==> src/verilog/jip_pkg.sv <==
// package: constants for the test-port identification and bypass data path
package jip_pkg;
	// instruction register width and opcodes
	localparam int unsigned IR_W = 4;
	localparam logic [3:0] IR_EXTEST = 4'h0;
	localparam logic [3:0] IR_IDCODE = 4'h1;
	localparam logic [3:0] IR_BYPASS = 4'hF;
	// capture pattern of the instruction register, low bits 01
	localparam logic [3:0] IR_CAPTURE = 4'h1;
	// identification register width
	localparam int unsigned ID_W = 32;
	// identification value (arbitrary neutral value)
	localparam logic [31:0] ID_VALUE = 32'h0000_0001;
	// reset values
	localparam logic        TDO_RST = 1'h0;
	localparam logic        BYP_RST = 1'h0;
	localparam logic        OE_RST  = 1'h0;
	localparam logic        SEL_RST = 1'h1;
	localparam logic        TLR_RST = 1'h1;
	// tap controller states
	typedef enum logic [3:0] {
		JIP_RESET, JIP_IDLE, JIP_SEL_DR, JIP_CAP_DR, JIP_SH_DR, JIP_EX1_DR,
		JIP_PAU_DR, JIP_EX2_DR, JIP_UPD_DR, JIP_SEL_IR, JIP_CAP_IR,
		JIP_SH_IR, JIP_EX1_IR, JIP_PAU_IR, JIP_EX2_IR, JIP_UPD_IR
	} jip_state_t;
endpackage

==> src/verilog/jip_tap.sv <==
// module: boundary-scan tap with identification and bypass data registers
module jip_tap (
	// system
	input  wire logic sys_clk,
	input  wire logic rst,
	// test port pins
	input  wire logic tck,
	input  wire logic tms,
	input  wire logic tdi,
	input  wire logic trst_n,
	output logic      tdo,
	output logic      tdo_oe,
	// status
	output logic      id_sel_r,
	output logic      tlr_r
);
	// three-stage synchronisers for pins
	logic [2:0] tck_s, tms_s, tdi_s, trst_s;
	logic       tck_q, tms_q, tdi_q, trst_q;
	always_ff @(posedge sys_clk or posedge rst) begin
		if (rst) begin
			tck_s  <= 3'h0;
			tms_s  <= 3'h7;
			tdi_s  <= 3'h7;
			trst_s <= 3'h7;
		end else begin
			tck_s  <= {tck_s[1:0], tck};
			tms_s  <= {tms_s[1:0], tms};
			tdi_s  <= {tdi_s[1:0], tdi};
			trst_s <= {trst_s[1:0], trst_n};
		end
	end

	// filtered levels: change once stages two and three agree
	always_ff @(posedge sys_clk or posedge rst) begin
		if (rst) begin
			tck_q  <= 1'h0;
			tms_q  <= 1'h1;
			tdi_q  <= 1'h1;
			trst_q <= 1'h1;
		end else begin
			if (tck_s[1] == tck_s[2]) tck_q <= tck_s[2];
			if (tms_s[1] == tms_s[2]) tms_q <= tms_s[2];
			if (tdi_s[1] == tdi_s[2]) tdi_q <= tdi_s[2];
			if (trst_s[1] == trst_s[2]) trst_q <= trst_s[2];
		end
	end

	// test clock edges
	logic rise; // synced test clock went high
	logic fall; // synced test clock went low
	assign rise = (tck_s[1] == tck_s[2]) && tck_s[2] && !tck_q;
	assign fall = (tck_s[1] == tck_s[2]) && !tck_s[2] && tck_q;

	// tap state machine
	jip_pkg::jip_state_t st_r, st_nxt;
	always_comb begin
		st_nxt = st_r;
		case (st_r)
			jip_pkg::JIP_RESET:  st_nxt = tms_q ? jip_pkg::JIP_RESET
			                                    : jip_pkg::JIP_IDLE;
			jip_pkg::JIP_IDLE:   st_nxt = tms_q ? jip_pkg::JIP_SEL_DR
			                                    : jip_pkg::JIP_IDLE;
			jip_pkg::JIP_SEL_DR: st_nxt = tms_q ? jip_pkg::JIP_SEL_IR
			                                    : jip_pkg::JIP_CAP_DR;
			jip_pkg::JIP_CAP_DR: st_nxt = tms_q ? jip_pkg::JIP_EX1_DR
			                                    : jip_pkg::JIP_SH_DR;
			jip_pkg::JIP_SH_DR:  st_nxt = tms_q ? jip_pkg::JIP_EX1_DR
			                                    : jip_pkg::JIP_SH_DR;
			jip_pkg::JIP_EX1_DR: st_nxt = tms_q ? jip_pkg::JIP_UPD_DR
			                                    : jip_pkg::JIP_PAU_DR;
			jip_pkg::JIP_PAU_DR: st_nxt = tms_q ? jip_pkg::JIP_EX2_DR
			                                    : jip_pkg::JIP_PAU_DR;
			jip_pkg::JIP_EX2_DR: st_nxt = tms_q ? jip_pkg::JIP_UPD_DR
			                                    : jip_pkg::JIP_SH_DR;
			jip_pkg::JIP_UPD_DR: st_nxt = tms_q ? jip_pkg::JIP_SEL_DR
			                                    : jip_pkg::JIP_IDLE;
			jip_pkg::JIP_SEL_IR: st_nxt = tms_q ? jip_pkg::JIP_RESET
			                                    : jip_pkg::JIP_CAP_IR;
			jip_pkg::JIP_CAP_IR: st_nxt = tms_q ? jip_pkg::JIP_EX1_IR
			                                    : jip_pkg::JIP_SH_IR;
			jip_pkg::JIP_SH_IR:  st_nxt = tms_q ? jip_pkg::JIP_EX1_IR
			                                    : jip_pkg::JIP_SH_IR;
			jip_pkg::JIP_EX1_IR: st_nxt = tms_q ? jip_pkg::JIP_UPD_IR
			                                    : jip_pkg::JIP_PAU_IR;
			jip_pkg::JIP_PAU_IR: st_nxt = tms_q ? jip_pkg::JIP_EX2_IR
			                                    : jip_pkg::JIP_PAU_IR;
			jip_pkg::JIP_EX2_IR: st_nxt = tms_q ? jip_pkg::JIP_UPD_IR
			                                    : jip_pkg::JIP_SH_IR;
			jip_pkg::JIP_UPD_IR: st_nxt = tms_q ? jip_pkg::JIP_SEL_DR
			                                    : jip_pkg::JIP_IDLE;
			default:             st_nxt = jip_pkg::JIP_RESET;
		endcase
	end

	// state advances on each test clock rise
	always_ff @(posedge sys_clk or posedge rst) begin
		if (rst) st_r <= jip_pkg::JIP_RESET;
		else if (!trst_q) st_r <= jip_pkg::JIP_RESET;
		else if (rise) st_r <= st_nxt;
	end

	// instruction shift and current instruction
	logic [jip_pkg::IR_W-1:0] ir_sh_r; // shift stage
	logic [jip_pkg::IR_W-1:0] ir_r;    // current instruction
	always_ff @(posedge sys_clk or posedge rst) begin
		if (rst) begin
			ir_sh_r <= jip_pkg::IR_CAPTURE;
			ir_r    <= jip_pkg::IR_IDCODE;
		end else if (st_r == jip_pkg::JIP_RESET) begin
			ir_r <= jip_pkg::IR_IDCODE;
		end else if (rise) begin
			if (st_r == jip_pkg::JIP_CAP_IR) ir_sh_r <= jip_pkg::IR_CAPTURE;
			else if (st_r == jip_pkg::JIP_SH_IR)
				ir_sh_r <= {tdi_q, ir_sh_r[3:1]};
		end else if (fall && st_r == jip_pkg::JIP_UPD_IR) begin
			ir_r <= ir_sh_r;
		end
	end

	// identification register selected by the current instruction
	logic id_sel;
	assign id_sel = (ir_r == jip_pkg::IR_IDCODE);

	// data registers: identification shifts in ones, bypass one bit
	logic [jip_pkg::ID_W-1:0] id_sh_r;
	logic                     byp_r;
	always_ff @(posedge sys_clk or posedge rst) begin
		if (rst) begin
			id_sh_r <= jip_pkg::ID_VALUE;
			byp_r   <= jip_pkg::BYP_RST;
		end else if (rise) begin
			if (st_r == jip_pkg::JIP_CAP_DR) begin
				id_sh_r <= jip_pkg::ID_VALUE;
				byp_r   <= 1'h0;
			end else if (st_r == jip_pkg::JIP_SH_DR) begin
				if (id_sel) id_sh_r <= {1'h1, id_sh_r[31:1]};
				else byp_r <= tdi_q;
			end
		end
	end

	// serial output changes on test clock fall
	always_ff @(posedge sys_clk or posedge rst) begin
		if (rst) begin
			tdo    <= jip_pkg::TDO_RST;
			tdo_oe <= jip_pkg::OE_RST;
		end else if (fall) begin
			tdo_oe <= (st_r == jip_pkg::JIP_SH_DR)
			       || (st_r == jip_pkg::JIP_SH_IR);
			if (st_r == jip_pkg::JIP_SH_IR) tdo <= ir_sh_r[0];
			else if (id_sel) tdo <= id_sh_r[0];
			else tdo <= byp_r;
		end
	end

	// status outputs
	always_ff @(posedge sys_clk or posedge rst) begin
		if (rst) begin
			id_sel_r <= jip_pkg::SEL_RST;
			tlr_r    <= jip_pkg::TLR_RST;
		end else begin
			id_sel_r <= id_sel;
			tlr_r    <= (st_r == jip_pkg::JIP_RESET);
		end
	end

	// reset state restores the default instruction
	AST_RESET_ID: assert property (@(posedge sys_clk) disable iff (rst)
		(st_r == jip_pkg::JIP_RESET) |=> (ir_r == jip_pkg::IR_IDCODE))
		else $error("reset state did not select identification");

	// identification shift takes a one at the top, never serial input
	AST_ONES_IN: assert property (@(posedge sys_clk) disable iff (rst)
		(rise && st_r == jip_pkg::JIP_SH_DR && id_sel) |=> id_sh_r[31])
		else $error("identification shift did not take a one");

	// capture always reloads the fixed identification value
	AST_ID_RO: assert property (@(posedge sys_clk) disable iff (rst)
		(rise && st_r == jip_pkg::JIP_CAP_DR)
		|=> (id_sh_r == jip_pkg::ID_VALUE))
		else $error("identification capture value changed");

	// bypass bit takes the serial input on each shift
	AST_BYP: assert property (@(posedge sys_clk) disable iff (rst)
		(rise && st_r == jip_pkg::JIP_SH_DR && !id_sel)
		|=> (byp_r == $past(tdi_q)))
		else $error("bypass bit did not take serial input");

	// test reset pin forces the reset state
	AST_TRST: assert property (@(posedge sys_clk) disable iff (rst)
		!trst_q |=> (st_r == jip_pkg::JIP_RESET))
		else $error("test reset did not force reset state");

	// identification low bit reaches the serial output at the fall
	AST_TDO_ID: assert property (@(posedge sys_clk) disable iff (rst)
		(fall && st_r == jip_pkg::JIP_SH_DR && id_sel)
		|=> (tdo == $past(id_sh_r[0])))
		else $error("serial output did not show identification bit");

	// bypass bit reaches the serial output at the fall
	AST_TDO_BYP: assert property (@(posedge sys_clk) disable iff (rst)
		(fall && st_r == jip_pkg::JIP_SH_DR && !id_sel)
		|=> (tdo == $past(byp_r)))
		else $error("serial output did not show bypass bit");

	// instruction update at the fall copies the shifted opcode
	AST_IR_UPD: assert property (@(posedge sys_clk) disable iff (rst)
		(fall && st_r == jip_pkg::JIP_UPD_IR)
		|=> (ir_r == $past(ir_sh_r)))
		else $error("instruction update did not take shifted opcode");

	// serial output driven through each shift state
	AST_OE_SHIFT: assert property (@(posedge sys_clk) disable iff (rst)
		(fall && (st_r == jip_pkg::JIP_SH_DR || st_r == jip_pkg::JIP_SH_IR))
		|=> tdo_oe)
		else $error("serial output not enabled while shifting");
endmodule // jip_tap

==> config.mk <==
export PLATFORM = sky130hd
export DESIGN_NAME = jip_tap
export DESIGN_NICKNAME = d
export VERILOG_FILES = /design/src/verilog/jip_pkg.sv /design/src/verilog/jip_tap.sv
export SDC_FILE = /design/constraint.sdc
export NUM_CORES = 1
export LEC_CHECK = 0
export BUFFER_PORTS_ARGS = -buffer_cell sky130_fd_sc_hd__buf_2
export CAP_MARGIN = 10
export CORE_MARGIN = 1
export CORE_UTILIZATION = 35
export CTS_CLUSTER_DIAMETER = 150
export DETAILED_ROUTE_END_ITERATION = 8
export SETUP_SLACK_MARGIN = 0.05
export SKIP_LAST_GASP = 1
export SYNTH_ARGS = -nofsm -noshare
export SYNTH_HDL_FRONTEND = slang
export SYNTH_SLANG_ARGS = --single-unit
export TNS_END_PERCENT = 5
==> constraint.sdc <==
create_clock -name sys_clk -period 1.7 [get_ports sys_clk]
set_input_delay 0.255 -clock sys_clk [delete_from_list [all_inputs] [get_ports sys_clk]]
set_output_delay 0.255 -clock sys_clk [all_outputs]
set_load 0.02 [all_outputs]
==> summary.txt, run 1 <==
Run status
  – Status: finished, final reports clean

Synthesis
  – Area share of the leading cell type in the synthesized netlist: 43.32%
  – Cells after Synth: 278
  – Register area share after synthesis: 59.43%
  – Netlist Area Pre-Place: 2773 µm²
  – Post-synthesis register bit count: 65
  – Mean post-synth cell area: 9.974 µm²
  – YS warnings: 0
  – Yosys top cell by area: dfrtp_1
  – Top FF cell, synth: dfrtp_1
  – Cells taking the most area after synthesis: dfrtp_1 43%, dfstp_2 16%, nand2_1 11%, nand3_1 6.0%, o21ai_0 2.7%
  – Post-synth cell types: 42
  – EDFF count, synth: 0
  – Share of flip-flops with an asynchronous set or reset: 100.0%
  – Syn Nets: 286

Worst hold path
  – HP Start: tck
  – Worst Hold Class: in2reg
  – Hold depth: 1
  – Hold Crit Endpoint: tck_s[0]$_DFF_PP0_

Timing
  – Final hold vios: 0
  – Post-route minimum period: 1.595 ns
  – Slew Viols, Final: 0
  – Tcrit/Tclk final: 93.85%
  – Clk_skew: 0.01058 ns
  – Final setup viols: 0
  – Slew HR: 69.49%
  – Final setup margin: 0.1046 ns
  – Max frequency: 626.8 MHz
  – RSZ-0062 raised after global routing: yes
  – Tightest Pin Transition: 0.4567 ns

Setup path
  – CP Capture Type: register
  – Worst setup SP type: register
  – Cell breakdown of the critical path: ha_1 -> nor3b_2 -> buf_4 -> nand4_1 -> buf_6 -> nor2_1 -> a31oi_1
  – Crit-path slowest cell: dfrtp_1
  – Setup CP Type: reg2reg
  – Setup slack, reg-to-reg: 0.10 ns
  – R2R depth: 7
  – CP top delay family: flip-flops
  – Buf/Inv on CP: 2
  – Reg2Reg Launch Point: tck_s[1]$_DFF_PP0_
  – Crit path DAT: 1.86 ns
  – Max FO, Critical Path: 32
  – Delay of the slowest critical-path stage: 0.40 ns
  – Reg-to-reg critical path endpoint: id_sh_r[0]$_DFFE_PP1P_
  – Worst path required time: 1.96 ns

Global routing
  – Initial antenna violation count: 0
  – First-pass GRT wire length: 8832 µm
  – Vias in the first global route: 1951
  – Remaining global-route overflow: 0
  – Global Route Usage Sum: 13.56%
  – Largest net degree at the start of global routing: 33

Clock tree
  – CTS buffer count: 9
  – CTS root buffer: clkbuf_8
  – CTS tree: done
  – Clk Latency, worst-skew pair: 0.34 ns
  – Sink Count: 65
  – CTS max path bufs: 2
  – Clock slew at reported path FFs: 0.07 ns
  – H-Tree Level Count: 3

Finish
  – Post-layout nets: 307
  – Final Core Density: 42.24%
  – Ratio of cells with drive above 1 in the final layout: 20.72%
  – ANT cells: 0
  – Final Instance Area: 3247 µm²
  – Area delta synth->final: 17.10%
  – Layout fillers: 767

Routing
  – Routed Antenna Nets: 0
  – Drt wl/cell: 12.22 µm
  – Detailed-route via count: 1954
  – 1st-pass router iterations: 4
  – DR iter-0 viols: 130
  – DRC: 0
  – Via-to-Cell Ratio: 4.813
  – Drt total wl: 4962 µm

Power and ir drop
  – Leakage power: 1.549 nW
  – Maximum VDD drop: 0.4572 mV
  – Power Density: 983.4 nW/µm²

Placement
  – Post-DP HPWL: 3028 µm
  – Pre-CTS WS: 0.03905 ns
  – Post-Place Cell Area: 2958 µm²
  – GPL Wtd Cong: 0.7775
  – Port-buffer cells: 9

Floorplanning
  – Die Y: 91.01 µm
  – Horiz. Die Dim: 91.01 µm
  – Die footprint: 8282 µm²
  – Core area: 7687 µm²
  – Rows: 32
  – Num ports: 10
  – Initial Util: 36.07%

Flow run
  – Max_cap viols: 0
[metal layers]
layer | routed length (µm) | up-vias | track usage (%)
li1 | - | 974 | -
met1 | 2477 | 947 | 17.49
met2 | 2245 | 25 | 20.71
met3 | 142 | 8 | 3.601
met4 | 97 | 0 | 7.540
met5 | 0 | - | 0
[layout by cell type, fill, tap and decap left out, types with 2 or more instances in the layout]
master,n
inv_1,5
nand2b_1,4
a21oi_1,8
dlygate4sd3_1,4
maj3_1,3
ha_1,2
nand3_1,33
nor2_1,7
dfrtp_1,48
nand4_1,2
dfstp_2,17
buf_2,9
nor2b_1,5
a31oi_1,3
bufinv_16,2
clkbuf_8,9
nand2_1,82
buf_12,2
o21ai_0,15
mux2i_1,2
buf_6,2
nand4b_1,2
buf_4,10
clkinvlp_4,5
[sequential cells by signal, summed over array words and instances, names as in the netlist, 3 cells and up]
name	flops
ir_r	4
ir_sh_r	4
id_sh_r	32
tdi_s	3
tck_s	3
st_r	4
tms_s	3
trst_s	3
[layout make-up]
cell class | instances | area (µm²) | share of cell area [%]
flip-flops and latches | 65 | 1648 | 50.75
inverters | 6 | 26.28 | 0.8092
clock inverters | 7 | 95.09 | 2.929
repair buffers | 27 | 222.7 | 6.859
multi-input cells | 190 | 1003 | 30.91
well taps | 102 | 127.6 | 3.931
clock buffers | 9 | 123.9 | 3.815
[synth_stat cells, types with 2 or more instances]
master / instances
nand4b_1: 2
buf_2: 7
nor2b_1: 5
nor2_1: 7
nand3_1: 33
buf_6: 3
ha_1: 2
nand4_1: 2
inv_1: 6
clkbuf_1: 6
maj3_1: 3
o21ai_0: 15
mux2i_1: 2
dfrtp_1: 48
nand2b_1: 4
a31oi_1: 3
dfstp_2: 17
a21oi_1: 8
nand2_1: 82
[report_power, final]
| part | internal [mW] | switching (mW) |
|---|---|---|
| Combinational | 0.0573 | 0.0832 |
| Sequential | 1.59 | 0.0294 |
| Clock | 0.821 | 0.607 |
| Total | 2.47 | 0.720 |
[cell families after synthesis]
| group | share of synthesized area (%) |
|---|---|
| AND/OR/NAND/NOR | 24.37 |
| XOR/XNOR | 0.3159 |
| multiplexers | 1.534 |
| buffers and inverters | 4.377 |
| AO/OA/AOI/OAI | 7.988 |
| adder cells (fa/ha/maj) | 1.985 |
| flip-flops | 59.43 |
[metrics by stage]
stage	setup TNS [ns]	instances	total power, mW	hold slack, ns
6_report	0	406	3.193	0.02424
5_1_grt	-0.002604	406	3.319	0.005733
4_1_cts	0	403	3.233	0.007945
3_5_place_dp	0	383	1.789	0.3063
3_3_place_gp	0	383	1.785	0.3062
2_1_floorplan	0	278	1.736	0.2595
[worst max-delay path by stage]
stage	startpoint	endpoint	slack [ns]	cells past startpoint
3_5_place_dp	ir_r[0]$_DFFE_PP1P_	tdo$_DFFE_PP0P_	0.04	4
3_3_place_gp	ir_r[0]$_DFFE_PP1P_	tdo$_DFFE_PP0P_	0.08	4
5_1_grt	tck_s[1]$_DFF_PP0_	id_sh_r[17]$_DFFE_PP0P_	-0.002	7
2_1_floorplan	ir_r[0]$_DFFE_PP1P_	tdo$_DFFE_PP0P_	0.24	4
6_report	tck_s[1]$_DFF_PP0_	id_sh_r[0]$_DFFE_PP1P_	0.10	7
4_1_cts	ir_r[0]$_DFFE_PP1P_	tdo$_DFFE_PP0P_	0.06	4
[what timing repair did]
item / CTS / global route
endpoints found under the setup margin: 1 / 37
hold endpoints to repair: 16 / 0
hold buffers: 4 / 0
setup buffers: 0 / 3
gates resized for setup: 1 / 1
Note: power is estimated with default switching activity, not from simulation.
==> inputs of run 2 (changes only) <==
--- a/config.mk
+++ b/config.mk
@@ -6,4 +6,5 @@
 export NUM_CORES = 1
 export LEC_CHECK = 0
+export ABC_AREA = 1
 export BUFFER_PORTS_ARGS = -buffer_cell sky130_fd_sc_hd__buf_2
 export CAP_MARGIN = 10
==> constraint.sdc (replaced) <==
create_clock -name sys_clk -period 1.7 [get_ports sys_clk]
set_input_delay 0.255 -clock sys_clk [delete_from_list [all_inputs] [get_ports sys_clk]]
set_output_delay 0.255 -clock sys_clk [all_outputs]
set_load 0.05 [all_outputs]
==> run 2 against run 1 <==
Net effect: combinational power grew 32%; clock skew about the same; maximum frequency up 4.7%; non-clock buffer count shrank 6; total power rose by 2.9%; worst setup slack better by 0.072 ns; sequential share of layout area shrank 0.060 points; critical path type unchanged.
==> summary.txt, run 2 <==
Run status
  – Status: finished, final reports clean

Synthesis
  – Synth top cells by count: 95 x nand2_1, 48 x dfrtp_1, 40 x nand3_1
  – Post-synth cell types: 29 (-31%)
  – Mean post-synth cell area: 9.177 µm² (-8.0%)
  – Top FF cell, synth: dfrtp_1
  – EDFF count, synth: 0 (unchanged)
  – Cells taking the most area after synthesis: dfrtp_1 43%, dfstp_2 16%, nand2_1 13%, nand3_1 7.2%, inv_1 3.7%
  – Area share of the leading cell type in the synthesized netlist: 43.34% (about the same)
  – Yosys top cell by area: dfrtp_1
  – Register area share after synthesis: 59.46% (about the same)
  – Syn Nets: 310 (+8.4%)
  – YS warnings: 0 (unchanged)
  – Netlist Area Pre-Place: 2771 µm² (about the same)
  – Share of flip-flops with an asynchronous set or reset: 100.0% (unchanged)
  – Cells after Synth: 302 (+8.6%)
  – Post-synthesis register bit count: 65 (unchanged)
  – Most frequent cell after synthesis: nand2_1

Clock tree
  – Sink Count: 65 (unchanged)
  – CTS tree: done
  – CTS buffer count: 9 (unchanged)
  – CTS max path bufs: 2 (unchanged)
  – Clock slew at reported path FFs: 0.08 ns (about the same)
  – H-Tree Level Count: 3 (unchanged)
  – CTS root buffer: clkbuf_8
  – Clk Latency, worst-skew pair: 0.33 ns (about the same)

Placement
  – Pre-CTS WS: 0.08613 ns (+0.04708 ns)
  – Port-buffer cells: 9 (unchanged)
  – Post-DP HPWL: 3378 µm (+12%)
  – GPL Wtd Cong: 0.8633 (+11%)

Setup path
  – Setup slack, reg-to-reg: 0.18 ns (+0.07 ns)
  – Setup CP Type: reg2reg
  – Crit-path slowest cell: dfrtp_2
  – Worst setup SP type: register
  – CP Capture Type: register
  – Delay of the slowest critical-path stage: 0.43 ns (+0.03 ns)
  – Max FO, Critical Path: 30 (-6.3%)
  – Cell breakdown of the critical path: inv_1 -> nor2_4 -> nand2_1 -> nand2_4 -> nand2_4 -> inv_6 -> o21ai_2 -> buf_12 -> nand2_1 -> o21ai_1
  – R2R depth: 10 (+3)
  – Reg-to-reg critical path endpoint: id_sh_r[30]$_DFFE_PP0P_
  – Crit path DAT: 1.74 ns (-0.12 ns)
  – Worst path required time: 1.92 ns (-0.04 ns)
  – Reg2Reg Launch Point: st_r[2]$_DFFE_PP0P_

Flow run
  – Max_cap viols: 0 (unchanged)

Timing
  – Max frequency: 656.5 MHz (+4.7%)
  – Slew HR: 69.29% (-0.20 points)
  – RSZ-0062 raised after global routing: no
  – Final setup margin: 0.1768 ns (+0.07222 ns)
  – Setup TNS Final: 0 ns (unchanged)
  – Final hold vios: 0 (unchanged)
  – Tightest Pin Transition: 0.4597 ns (+0.002950 ns)
  – Clk_skew: 0.01039 ns (-0.0001894 ns)
  – Final setup viols: 0 (unchanged)
  – Tcrit/Tclk final: 89.60% (-4.2 points)
  – Fin Hold WS: 0.02361 ns (-0.0006255 ns)
  – Post-route minimum period: 1.523 ns (-0.07222 ns)
  – Slew Viols, Final: 0 (unchanged)

Finish
  – Post-layout nets: 333 (+8.5%)
  – Max reg flops: 32 (unchanged)
  – Area delta synth->final: 17.47%
  – Reg with most FFs: id_sh_r
  – Ratio of cells with drive above 1 in the final layout: 21.82% (+1.1 points)
  – Most frequent cells in the layout: 95 x nand2_1, 46 x dfrtp_1, 40 x nand3_1, 26 x inv_1, 17 x dfstp_2
  – ANT cells: 0 (unchanged)
  – Commonest non-fill, non-tap cell in the layout: nand2_1

Power and ir drop
  – Leakage power: 1.619 nW (+4.5%)
  – Power Density: 1009 nW/µm² (+2.6%)
  – Maximum VDD drop: 0.6541 mV (+43%)

Floorplanning
  – Core area: 7687 µm² (unchanged)
  – Horiz. Die Dim: 90.99 µm (about the same)
  – Num ports: 10 (unchanged)
  – Rows: 32 (unchanged)
  – Initial Util: 36.05% (about the same)
  – Die Y: 90.99 µm (about the same)
  – Die footprint: 8278 µm² (about the same)

Global routing
  – Vias in the first global route: 1878 (-3.7%)
  – Initial antenna violation count: 0 (unchanged)
  – Largest net degree at the start of global routing: 34 (+3.0%)
  – Remaining global-route overflow: 0 (unchanged)
  – First-pass GRT wire length: 8652 µm (-2.0%)
  – Global Route Usage Sum: 13.31% (-0.25 points)

Worst hold path
  – HP Start: trst_n
  – Hold depth: 1 (unchanged)
  – Worst Hold Class: in2reg
  – Hold Crit Endpoint: trst_s[0]$_DFF_PP1_

Routing
  – Drt total wl: 4889 µm (-1.5%)
  – Routed Antenna Nets: 0 (unchanged)
  – Via-to-Cell Ratio: 4.637 (-3.7%)
  – Drt wl/cell: 11.32 µm (-7.4%)
  – DR iter-0 viols: 112 (-14%)
  – 1st-pass router iterations: 4 (unchanged)
  – Detailed-route via count: 2003 (+2.5%)
  – DRC: 0 (unchanged)
## run 2: worst max path at each step
stage                             start                 endpoint  slack [ns]  cells past startpoint
finish              st_r[2]$_DFFE_PP0P_  id_sh_r[30]$_DFFE_PP0P_        0.18                     10
global route        st_r[2]$_DFFE_PP0P_  id_sh_r[30]$_DFFE_PP0P_        0.07                     10
CTS                  tck_s[1]$_DFF_PP0_      st_r[0]$_DFFE_PP0P_        0.07                      7
detailed placement   tck_s[1]$_DFF_PP0_      st_r[0]$_DFFE_PP0P_        0.09                      7
global placement     tck_s[1]$_DFF_PP0_      st_r[0]$_DFFE_PP0P_        0.10                      7
floorplan            tck_s[1]$_DFF_PP0_      st_r[0]$_DFFE_PP0P_        0.31                      7
## run 2: worst max-delay path: cells and delay by family (launching register included)
kind / cells / cell delay [ns]
AOI/OAI and AO/OA: 2 / 0.15
and+or+nand+nor: 5 / 0.46
DFF: 1 / 0.43
buffers and inverters: 3 / 0.36
## run 2: metal layers
metal,global-route usage (%),up-vias,share of wire [%]
met3,3.350,11,3.6
met1,18.72,946,50
met2,18.50,34,44
li1,-,1012,-
met5,0,-,0
met4,7.804,0,2.3
## run 2: where the power goes
| group | switching [mW] | leakage (nW) | internal (mW) |
|---|---|---|---|
| logic | 0.136 | 0.673 | 0.0492 |
| clock network | 0.597 | 0.113 | 0.871 |
| registers | 0.0279 | 0.833 | 1.60 |
| total | 0.761 | 1.62 | 2.52 |
## run 2: repair_timing
| item | in CTS | in global routing |
|---|---|---|
| hold buffers | 1 | 0 |
| gates resized for setup | 0 | 8 |
| setup buffers | 0 | 1 |
| hold endpoints to repair | 8 | 0 |
| endpoints found under the setup margin | 0 | 34 |
## run 2: stage by stage
stage	total power, mW	cells	cell area [µm²]	util [%]
after floorplan	1.784	302	2775	-
final	3.284	432	3256	42.35
after CTS	3.332	431	3221	41.89
after global placement	1.844	414	2983	38.80
after detailed placement	1.845	414	2983	38.80
after global routing	3.416	432	3256	42.35
## run 2: cell type report
cell class / count / area (µm²)
clock buffers: 10 / 137.6
clock inverters: 6 / 90.09
fillers: 774 / 4432
inverters: 29 / 117.6
multi-input cells: 199 / 969.7
flip-flops and latches: 65 / 1650
well taps: 102 / 127.6
repair buffers: 21 / 162.7
## run 2: cells by family (layout without fill, tap and decap cells)
group | after synthesis | in the layout | share of synthesized area (%)
buffers and inverters | 38 | 66 | 6.456
DFF | 65 | 65 | 59.46
AOI/OAI and AO/OA | 29 | 29 | 6.005
adders and majority gates | 5 | 5 | 1.986
and+or+nand+nor | 165 | 165 | 26.09
==> inputs of run 3 (changes only) <==
- CORE_UTILIZATION: 35 -> 55
- PLACE_DENSITY: not set -> 0.75
- SETUP_SLACK_MARGIN: 0.05 -> 0.2
==> run 3 against run 2 <==
Net effect: non-clock buffer count is 1 higher; maximum frequency is 4.1% higher; global-route usage is 8.6 points higher; via count is 1.1% higher; highest routed layer unchanged; first-iteration DRC count is 120% higher; largest cell class unchanged; routed wire length is 6.2% higher; register-to-register slack better by 0.06 ns.
==> summary.txt, run 3 (same netlist as run 2, synthesis figures left out) <==
Run status
  – Status: finished, final reports clean

Routing
  – DR iter-0 viols: 248 (+120%)
  – Via-to-Cell Ratio: 5.090 (+9.8%)
  – Drt total wl: 5192 µm (+6.2%)
  – Detailed-route via count: 2026 (+1.1%)
  – Routed Antenna Nets: 0 (unchanged)
  – DRC: 0 (unchanged)
  – Drt wl/cell: 13.05 µm (+15%)
  – 1st-pass router iterations: 4 (unchanged)

Setup path
  – Setup CP Type: reg2reg
  – Worst path required time: 1.96 ns (+0.04 ns)
  – R2R depth: 6 (-4)
  – Cell breakdown of the critical path: buf_4 -> nand2_1 -> inv_1 -> nand3_1 -> nand2_1 -> o22a_1
  – Crit path DAT: 1.73 ns (about the same)
  – Buf/Inv on CP: 2 (-1)
  – Setup slack, reg-to-reg: 0.24 ns (+0.06 ns)
  – Worst setup SP type: register
  – Reg2Reg Launch Point: st_r[2]$_DFFE_PP0P_
  – Worst path most repeated cell: nand2_1
  – CP Capture Type: register
  – Reg-to-reg critical path endpoint: ir_r[0]$_DFFE_PP1P_
  – Crit-path slowest cell: dfrtp_2
  – Delay of the slowest critical-path stage: 0.46 ns (+0.03 ns)
  – Max FO, Critical Path: 5 (-83%)
  – CP top delay family: simple AND/OR/NAND/NOR gates

Timing
  – Final setup margin: 0.2375 ns (+0.06065 ns)
  – Tcrit/Tclk final: 86.03% (-3.6 points)
  – RSZ-0062 raised after global routing: yes
  – Tightest Pin Transition: 0.3261 ns (-0.1336 ns)
  – Final setup viols: 0 (unchanged)
  – Slew Viols, Final: 0 (unchanged)
  – Final hold vios: 0 (unchanged)
  – Post-route minimum period: 1.463 ns (-0.06065 ns)
  – Clk_skew: 0.006429 ns (-0.003963 ns)
  – Setup TNS Final: 0 ns (unchanged)
  – Slew HR: 78.26% (+9.0 points)
  – Max frequency: 683.8 MHz (+4.1%)

Finish
  – Reg area: 1653 µm² (+0.15%)
  – Most frequent cells in the layout: 94 x nand2_1, 44 x dfrtp_1, 40 x nand3_1, 26 x inv_1, 17 x dfstp_2
  – Post-layout nets: 334 (+0.30%)
  – Area of the multi-input gates: 972.2 µm² (+0.26%)
  – Max reg flops: 32 (unchanged)
  – Final Core Density: 67.19% (+25 points)
  – Commonest non-fill, non-tap cell in the layout: nand2_1
  – Final Instance Area: 3216 µm² (-1.2%)
  – Area delta synth->final: 16.03%
  – Ratio of cells with drive above 1 in the final layout: 22.96% (+1.1 points)
  – Reg with most FFs: id_sh_r
  – Layout fillers: 369 (-52%)
  – ANT cells: 0 (unchanged)

Power and ir drop
  – Leakage power: 1.610 nW (-0.51%)
  – Power, Total: 3.145 mW (-4.3%)
  – Maximum VDD drop: 0.8841 mV (+35%)
  – Power Density: 977.9 nW/µm² (-3.1%)

Placement
  – Port-buffer cells: 9 (unchanged)
  – Pre-CTS WS: 0.1504 ns (+0.06431 ns)
  – Post-Place Cell Area: 2942 µm² (-1.4%)
  – Post-DP HPWL: 3339 µm (-1.2%)
  – GPL Wtd Cong: 0.8795 (+1.9%)

Clock tree
  – Clock slew at reported path FFs: 0.07 ns (about the same)
  – CTS tree: done
  – Clk Latency, worst-skew pair: 0.33 ns (about the same)
  – CTS max path bufs: 2 (unchanged)
  – Sink Count: 65 (unchanged)
  – H-Tree Level Count: 3 (unchanged)
  – CTS root buffer: clkbuf_8
  – CTS buffer count: 9 (unchanged)

Global routing
  – First-pass GRT wire length: 8583 µm (-0.80%)
  – Largest net degree at the start of global routing: 66 (+94%)
  – Remaining global-route overflow: 0 (unchanged)
  – Global Route Usage Sum: 21.87% (+8.6 points)
  – Initial antenna violation count: 0 (unchanged)
  – Vias in the first global route: 1836 (-2.2%)

Floorplanning
  – Num ports: 10 (unchanged)
  – Die footprint: 5327 µm² (-36%)
  – Core area: 4786 µm² (-38%)
  – Die Y: 72.99 µm (-20%)
  – Horiz. Die Dim: 72.99 µm (-20%)
  – Initial Util: 57.91% (+22 points)
  – Rows: 25 (-22%)

Flow run
  – Max_cap viols: 0 (unchanged)

Worst hold path
  – Worst Hold Class: in2async
-- run 3: worst max-delay path by stage --
stage	from	endpoint	slack [ns]	cells after the start
4_1_cts	st_r[3]$_DFFE_PP0P_	id_sh_r[3]$_DFFE_PP0P_	0.15	8
6_report	st_r[2]$_DFFE_PP0P_	ir_r[0]$_DFFE_PP1P_	0.24	6
3_5_place_dp	tck_s[1]$_DFF_PP0_	st_r[0]$_DFFE_PP0P_	0.15	7
5_1_grt	st_r[2]$_DFFE_PP0P_	ir_r[0]$_DFFE_PP1P_	0.14	6
2_1_floorplan	tck_s[1]$_DFF_PP0_	st_r[0]$_DFFE_PP0P_	0.31	7
3_3_place_gp	tck_s[1]$_DFF_PP0_	st_r[1]$_DFFE_PP0P_	0.19	7
-- run 3: metal layers --
metal	GRT usage, %	up-vias	part of all wire [%]
met1	31.48	960	49
li1	-	1016	-
met3	5.249	10	2.9
met5	0	-	0
met2	31.07	40	46
met4	10.68	0	1.4
-- run 3: report_power, final --
part	internal, mW	switching, mW	total (mW)
logic	0.0497	0.137	0.186
clock network	0.725	0.598	1.32
registers	1.60	0.0311	1.64
-- run 3: through the flow --
step,hold slack [ns],cells
5_1_grt,0.004939,398
3_5_place_dp,0.3433,378
6_report,0.0002755,398
2_1_floorplan,0.2595,302
4_1_cts,0.002484,394
3_3_place_gp,0.3328,378
-- run 3: tightest hold or removal path, delay by kind of cell --
family,cells,cell delay [ns]
buffers and inverters,3,0.47
-- run 3: what timing repair did --
action | in CTS | in global routing
gates resized for setup | 1 | 12
endpoints found under the setup margin | 30 | 45
hold buffers | 0 | 2
hold endpoints to repair | 0 | 2
pin swaps | 0 | 1
gates cloned | 0 | 0
buffers inserted | 0 | 2
-- run 3: layout make-up --
type | count | area share [%]
clock buffers | 11 | 4.397
clock inverters | 5 | 1.946
inverters | 29 | 3.658
multi-input cells | 199 | 30.23
flip-flops and latches | 65 | 51.40
well taps | 67 | 2.607
repair buffers | 22 | 5.759
